$ cat src/piso_pkg.sv
// Package: shared types and constants for the parallel-in serial-out shifter
package piso_pkg;

    // ********************************
    // Sizes and reset values
    // ********************************
    localparam int           STAGES      = 8;
    localparam logic [7:0]   STAGE_RST   = 8'h00;
    localparam logic [1:0]   SYNC_RST    = 2'h0;
    localparam int           SYNC_DEPTH  = 2;
    localparam logic [1:0]   OUT_RST     = 2'h1;
    localparam logic         COMB_RST    = 1'b0;

    // ********************************
    // Carriers
    // ********************************
    typedef struct packed {
        logic       load_n;
        logic       shift_clk;
        logic       shift_clk_alt;
        logic       serial_data_in;
    } piso_ctrl_type;

    typedef struct packed {
        logic       q_true;
        logic       q_comp;
    } piso_out_type;

    typedef enum logic [1:0] {
        PISO_LOAD  = 2'b00,
        PISO_SHIFT = 2'b01,
        PISO_HOLD  = 2'b10
    } piso_mode_type;

endpackage

$ cat src/piso_sync.sv
// Two-flop synchroniser for one asynchronous pin level
`timescale 1ns/1ps
module piso_sync (
    // Clock and reset
    input  wire logic clk,
    input  wire logic arst_n,
    // Pin level in, synchronised level out
    input  wire logic pin_in,
    output logic      level_out
);

    logic [piso_pkg::SYNC_DEPTH-1:0] sync_q;
    logic [piso_pkg::SYNC_DEPTH-1:0] sync_d;

    always_comb begin
        sync_d = {sync_q[piso_pkg::SYNC_DEPTH-2:0], pin_in};
    end

    always_ff @(posedge clk or negedge arst_n) begin
        if (!arst_n) begin
            sync_q <= piso_pkg::SYNC_RST;
        end else begin
            sync_q <= sync_d;
        end
    end

    // Only the second flop is visible outside
    assign level_out = sync_q[piso_pkg::SYNC_DEPTH-1];

endmodule

$ cat src/piso_shifter.sv
// Eight-stage parallel-load, serial-shift register with complementary output
//
// Functional notes
// - Load-select low: all eight stages follow the parallel inputs, no edge needed.
// - Load-select high: each clock rise shifts, serial input enters first stage.
// - Either clock input causes an identical shift on its rising edge.
// - Either clock input held high blocks the other; stages hold.
// - State is static; clocking may pause or run arbitrarily slowly.
// - Eighth stage drives a true output and a complemented output.
`timescale 1ns/1ps
module piso_shifter (
    // Clock and reset
    input  wire logic                   clk,
    input  wire logic                   arst_n,
    // Pin-level control and serial data
    input  wire piso_pkg::piso_ctrl_type ctrl,
    // Parallel data, bit 0 is stage A, bit 7 is stage H
    input  wire logic [7:0]             par_data,
    // Last-stage outputs
    output piso_pkg::piso_out_type      q_out
);

    // ********************************
    // Input synchronisation
    // ********************************
    // Pins are asynchronous to clk, so every one passes two flops first.
    // Cost: three clk cycles from pin to output; pin pulses shorter
    // than one cycle may be lost, so the controller holds levels longer.
    logic                load_n_s;
    logic                clk_a_s;
    logic                clk_b_s;
    logic                sdi_s;
    logic [7:0]          par_s;

    piso_sync u_sync_load (
        .clk       (clk),
        .arst_n    (arst_n),
        .pin_in    (ctrl.load_n),
        .level_out (load_n_s)
    );

    piso_sync u_sync_clka (
        .clk       (clk),
        .arst_n    (arst_n),
        .pin_in    (ctrl.shift_clk),
        .level_out (clk_a_s)
    );

    piso_sync u_sync_clkb (
        .clk       (clk),
        .arst_n    (arst_n),
        .pin_in    (ctrl.shift_clk_alt),
        .level_out (clk_b_s)
    );

    piso_sync u_sync_sdi (
        .clk       (clk),
        .arst_n    (arst_n),
        .pin_in    (ctrl.serial_data_in),
        .level_out (sdi_s)
    );

    piso_sync u_sync_par0 (
        .clk       (clk),
        .arst_n    (arst_n),
        .pin_in    (par_data[0]),
        .level_out (par_s[0])
    );

    piso_sync u_sync_par1 (
        .clk       (clk),
        .arst_n    (arst_n),
        .pin_in    (par_data[1]),
        .level_out (par_s[1])
    );

    piso_sync u_sync_par2 (
        .clk       (clk),
        .arst_n    (arst_n),
        .pin_in    (par_data[2]),
        .level_out (par_s[2])
    );

    piso_sync u_sync_par3 (
        .clk       (clk),
        .arst_n    (arst_n),
        .pin_in    (par_data[3]),
        .level_out (par_s[3])
    );

    piso_sync u_sync_par4 (
        .clk       (clk),
        .arst_n    (arst_n),
        .pin_in    (par_data[4]),
        .level_out (par_s[4])
    );

    piso_sync u_sync_par5 (
        .clk       (clk),
        .arst_n    (arst_n),
        .pin_in    (par_data[5]),
        .level_out (par_s[5])
    );

    piso_sync u_sync_par6 (
        .clk       (clk),
        .arst_n    (arst_n),
        .pin_in    (par_data[6]),
        .level_out (par_s[6])
    );

    piso_sync u_sync_par7 (
        .clk       (clk),
        .arst_n    (arst_n),
        .pin_in    (par_data[7]),
        .level_out (par_s[7])
    );

    // ********************************
    // Synchronised pin record
    // ********************************
    piso_pkg::piso_ctrl_type pins_s;

    always_comb begin
        pins_s.load_n         = load_n_s;
        pins_s.shift_clk      = clk_a_s;
        pins_s.shift_clk_alt  = clk_b_s;
        pins_s.serial_data_in = sdi_s;
    end

    // ********************************
    // Clock-edge detection
    // ********************************
    // The two shift clocks act as one NOR-combined clock: the internal
    // clock rises when the combined level falls, i.e. when one input rises
    // with the other low.
    logic                comb_q;
    logic                comb_d;
    logic                comb_now;
    logic                shift_edge;

    always_comb begin
        comb_now   = pins_s.shift_clk | pins_s.shift_clk_alt;
        comb_d     = comb_now;
        // A rise with the other held high leaves comb unchanged: no shift
        shift_edge = comb_now & ~comb_q;
    end

    always_ff @(posedge clk or negedge arst_n) begin
        if (!arst_n) begin
            comb_q <= piso_pkg::COMB_RST;
        end else begin
            comb_q <= comb_d;
        end
    end

    // ********************************
    // Stage register
    // ********************************
    logic [7:0]              stage_q;
    logic [7:0]              stage_d;
    piso_pkg::piso_mode_type mode;

    always_comb begin
        stage_d = stage_q;
        if (!pins_s.load_n) begin
            mode = piso_pkg::PISO_LOAD;
        end else if (shift_edge) begin
            mode = piso_pkg::PISO_SHIFT;
        end else begin
            mode = piso_pkg::PISO_HOLD;
        end
        case (mode)
            piso_pkg::PISO_LOAD: begin
                stage_d = par_s;
            end
            piso_pkg::PISO_SHIFT: begin
                stage_d[0] = pins_s.serial_data_in;
                stage_d[1] = stage_q[0];
                stage_d[2] = stage_q[1];
                stage_d[3] = stage_q[2];
                stage_d[4] = stage_q[3];
                stage_d[5] = stage_q[4];
                stage_d[6] = stage_q[5];
                stage_d[7] = stage_q[6];
            end
            piso_pkg::PISO_HOLD: begin
                stage_d = stage_q;
            end
            default: begin
                stage_d = stage_q;
            end
        endcase
    end

    // Stages need no reset in use; zero only gives a defined start.
    always_ff @(posedge clk or negedge arst_n) begin
        if (!arst_n) begin
            stage_q <= piso_pkg::STAGE_RST;
        end else begin
            stage_q <= stage_d;
        end
    end

    // ********************************
    // Outputs
    // ********************************
    // Separate flops so both pins change on the same edge.
    piso_pkg::piso_out_type out_q;
    piso_pkg::piso_out_type out_d;

    always_comb begin
        out_d.q_true = stage_d[7];
        out_d.q_comp = ~stage_d[7];
    end

    always_ff @(posedge clk or negedge arst_n) begin
        if (!arst_n) begin
            out_q <= piso_pkg::OUT_RST;
        end else begin
            out_q <= out_d;
        end
    end

    assign q_out = out_q;

endmodule

$ cat config.mk
export PLATFORM = sky130hd
export DESIGN_NAME = piso_shifter
export DESIGN_NICKNAME = d
export VERILOG_FILES = /design/src/piso_pkg.sv /design/src/piso_sync.sv /design/src/piso_shifter.sv
export SDC_FILE = /design/constraint.sdc
export NUM_CORES = 1
export LEC_CHECK = 0
export BUFFER_PORTS_ARGS = -buffer_cell sky130_fd_sc_hd__buf_2
export CAP_MARGIN = 0
export CORE_ASPECT_RATIO = 0.9
export CORE_MARGIN = 4
export CORE_UTILIZATION = 45
export DETAILED_ROUTE_END_ITERATION = 8
export MAX_ROUTING_LAYER = met4
export PLACE_DENSITY = 0.78
export SLEW_MARGIN = 20
export SYNTH_ARGS = -nofsm -noshare
export SYNTH_HDL_FRONTEND = slang
export SYNTH_SLANG_ARGS = --single-unit
export TNS_END_PERCENT = 20
$ cat constraint.sdc
create_clock -name clk -period 0.9 [get_ports clk]
set_input_delay 0.225 -clock clk [delete_from_list [all_inputs] [get_ports clk]]
set_output_delay 0.225 -clock clk [all_outputs]
set_load 0.03 [all_outputs]
==> out/qor.txt <==
Outcome - finished, violations left
Failing checks - negative setup slack
Setup CP Type - register to primary output
Drt pass-1 iters - 4
Post-DP Area - 1170 µm²
Clk sinks - 34
Gr usage total - 12.5%
Final worst-path setup slack - -0.297 ns
Synth area leader - dfrtp_1
Max Slew Vio Count - 0
Input/output buffers - 15
Finished layout cell area - 1370 µm²
Ports - 16
Post-DRT Antenna Nets - 0
R2r startpoint - u_sync_clkb.sync_q[1]$_DFF_PN0_
Hold crit path type - input port to asynchronous set/reset pin
Fmax - 835 MHz
Worst vdd ir - 1.31 mV
CTS root buf - clkbuf_4
Dpl hpwl - 969 µm
Final critical-path share of the clock period - 133%
Vias per inst - 4.94
Cells after Synth - 74
RSZ-0062 raised after global routing - yes
Layout cells sized above 1 - 26.7%
Primary FF master, synth - dfrtp_1
R2R setup slack - -0.16 ns
CTS buffer count - 5
Sum Neg Setup Slack - -1.66 ns
Die height - 54.0 µm
Die W - 59.1 µm
Fin crit period - 1.20 ns
Total core area - 2200 µm²
Pin count of the biggest net entering global routing - 22
RD Place Congestion - 0.808
Endpoints failing hold - 0
Final core utilization - 62.3%
MaxCap Viol Count - 0
Global routing usage on met3 - 4.32%
Vias in the first global route - 645
Slowest-stage cell, CP - dfstp_2
Post-CTS setup buffers - 0
Most common cell in the netlist - dfrtp_1
Initial DRC Count - 8
Post-Syn Area per Cell - 14.3 µm²
Share of the synthesized area in the top cell type - 78.0%
Met1 GRT Util - 13.7%
Syn_nets - 88
CP required - 0.67 ns
#FFs+latches synth - 34
Reg2reg path depth - 3
WL per Instance - 12.2 µm
Gr ovfl total - 0
Normalized max-slew margin - 78.6%
Largest stage delay, worst path - 0.53 ns
CP endpoint kind - primary output
Synth area leaders - dfrtp_1, nand2_1, a31oi_1
Top delay family on crit path - flip-flops
Async set-reset flop share out of synthesis - 100%
Critical Path AT - 0.97 ns
Worst-path clk slew - 0.09 ns
H-tree level count - 2
# diodes - 0
YS warnings - 0
Most used routing layer in global routing - met2
Area Overhead vs Synth - 29.6%
Post-synth EDFFs - 0
TritonCTS clock tree - done
First-pass GRT wire length - 2700 µm
Die area - 3190 µm²
Antenna violations before repair - 0
Drt drc - 0
Cell Chain, Critical Path - buf_6
Placement Rows - 16
Final Non-Filler Cells - 132
Critical path fanouts, max - 1
Worst skew pair latency - 0.32 ns
Cells after DPL - 113
CTS Buffer Depth - 2
Met2 usage - 19.7%
Leak Pwr - 0.626 nW
Post-synthesis cell area - 1060 µm²
Initial Util - 48.1%
Worst slew pin tran - 0.320 ns
Synth cell types - 13
# nets final - 120
Dpl ws - -0.213 ns
Clock skew - 0.00589 ns
DR vias - 652
Cell Pwr Density - 1970 nW/µm²
RR Endpoint - q_out[0]$_DFF_PN1_
Buf/Inv on CP - 1
Sequential fraction of the synthesis area - 80.5%
Routed WL - 1620 µm
Synth top cells by count - dfrtp_1, nand2_1, a31oi_1, nor2_1
Critical path launch point type - register
Final setup fails - 11
-- worst max-delay path by stage --
stage	cells after the start	endpoint	from	slack, ns
2_1_floorplan	4	q_out[0]$_DFF_PN1_	comb_q$_DFF_PN0_	-0.09
3_3_place_gp	3	q_out[0]$_DFF_PN1_	comb_q$_DFF_PN0_	-0.18
3_5_place_dp	3	q_out[0]$_DFF_PN1_	comb_q$_DFF_PN0_	-0.21
4_1_cts	1	q_out[0]	q_out[0]$_DFF_PN1_	-0.31
5_1_grt	1	q_out[0]	q_out[0]$_DFF_PN1_	-0.33
6_report	1	q_out[0]	q_out[0]$_DFF_PN1_	-0.30
-- area by class of cell --
type | count | area (µm²)
repair buffers | 29 | 238
fillers | 169 | 831
multi-input cells | 36 | 195
flip-flops and latches | 34 | 853
well taps | 27 | 33.8
clock buffers | 6 | 51.3
-- layout by cell type, fill, tap and decap left out --
cell type	count
nand2_1	14
nand2_2	2
clkbuf_4	5
buf_2	13
dfrtp_2	1
nor2_1	8
dfstp_2	1
dfrtp_1	32
a31o_1	1
buf_12	1
clkbuf_8	1
or2_1	1
dlygate4sd3_1	13
a31oi_1	8
buf_6	2
o21bai_4	1
o21ba_4	1
-- kinds of logic after synthesis --
family / after synthesis / synth area share, %
DFF: 34 / 80.5
and+or+nand+nor: 25 / 9.57
AOI/OAI and AO/OA: 11 / 7.57
buffers and inverters: 4 / 2.36
-- through the flow --
stage               power, mW  hold slack [ns]
finish                   2.70            0.315
global route             2.82            0.357
CTS                      2.73        0.0000142
detailed placement       1.89            0.142
global placement         1.88            0.134
floorplan                1.81          -0.0706
-- where the power goes --
| part | total (mW) | internal (mW) | leakage, nW | switching (mW) |
|---|---|---|---|---|
| combinational | 0.237 | 0.127 | 0.206 | 0.111 |
| sequential | 1.68 | 1.63 | 0.390 | 0.0541 |
| clock | 0.785 | 0.352 | 0.0302 | 0.433 |
-- repair_timing --
item,4_1_cts,5_1_grt
hold buffers,10,3
setup endpoints to repair,11,11
hold endpoints to repair,21,3
pin swaps,2,5
resized for setup,7,0
-- state kept, by name (all words and copies together), names as in the netlist, named ones only --
register and flops:
u_sync_load.sync_q 2, u_sync_par6.sync_q 2, u_sync_sdi.sync_q 2, q_out 1, comb_q 1, stage_q 7, u_sync_par5.sync_q 2, u_sync_clkb.sync_q 2
u_sync_par2.sync_q 2, u_sync_par3.sync_q 2, u_sync_clka.sync_q 2, u_sync_par7.sync_q 2, u_sync_par0.sync_q 2, u_sync_par4.sync_q 2, u_sync_par1.sync_q 2
-- metal layers --
layer  vias up  wire length, µm  share of wire (%)
met5         -                0                  0
li1        299                -                  -
met3         5               91                5.6
met4         0               32                2.0
met1       328              643                 40
met2        20              848                 52
No activity file was read; power rests on OpenSTA's default activity.
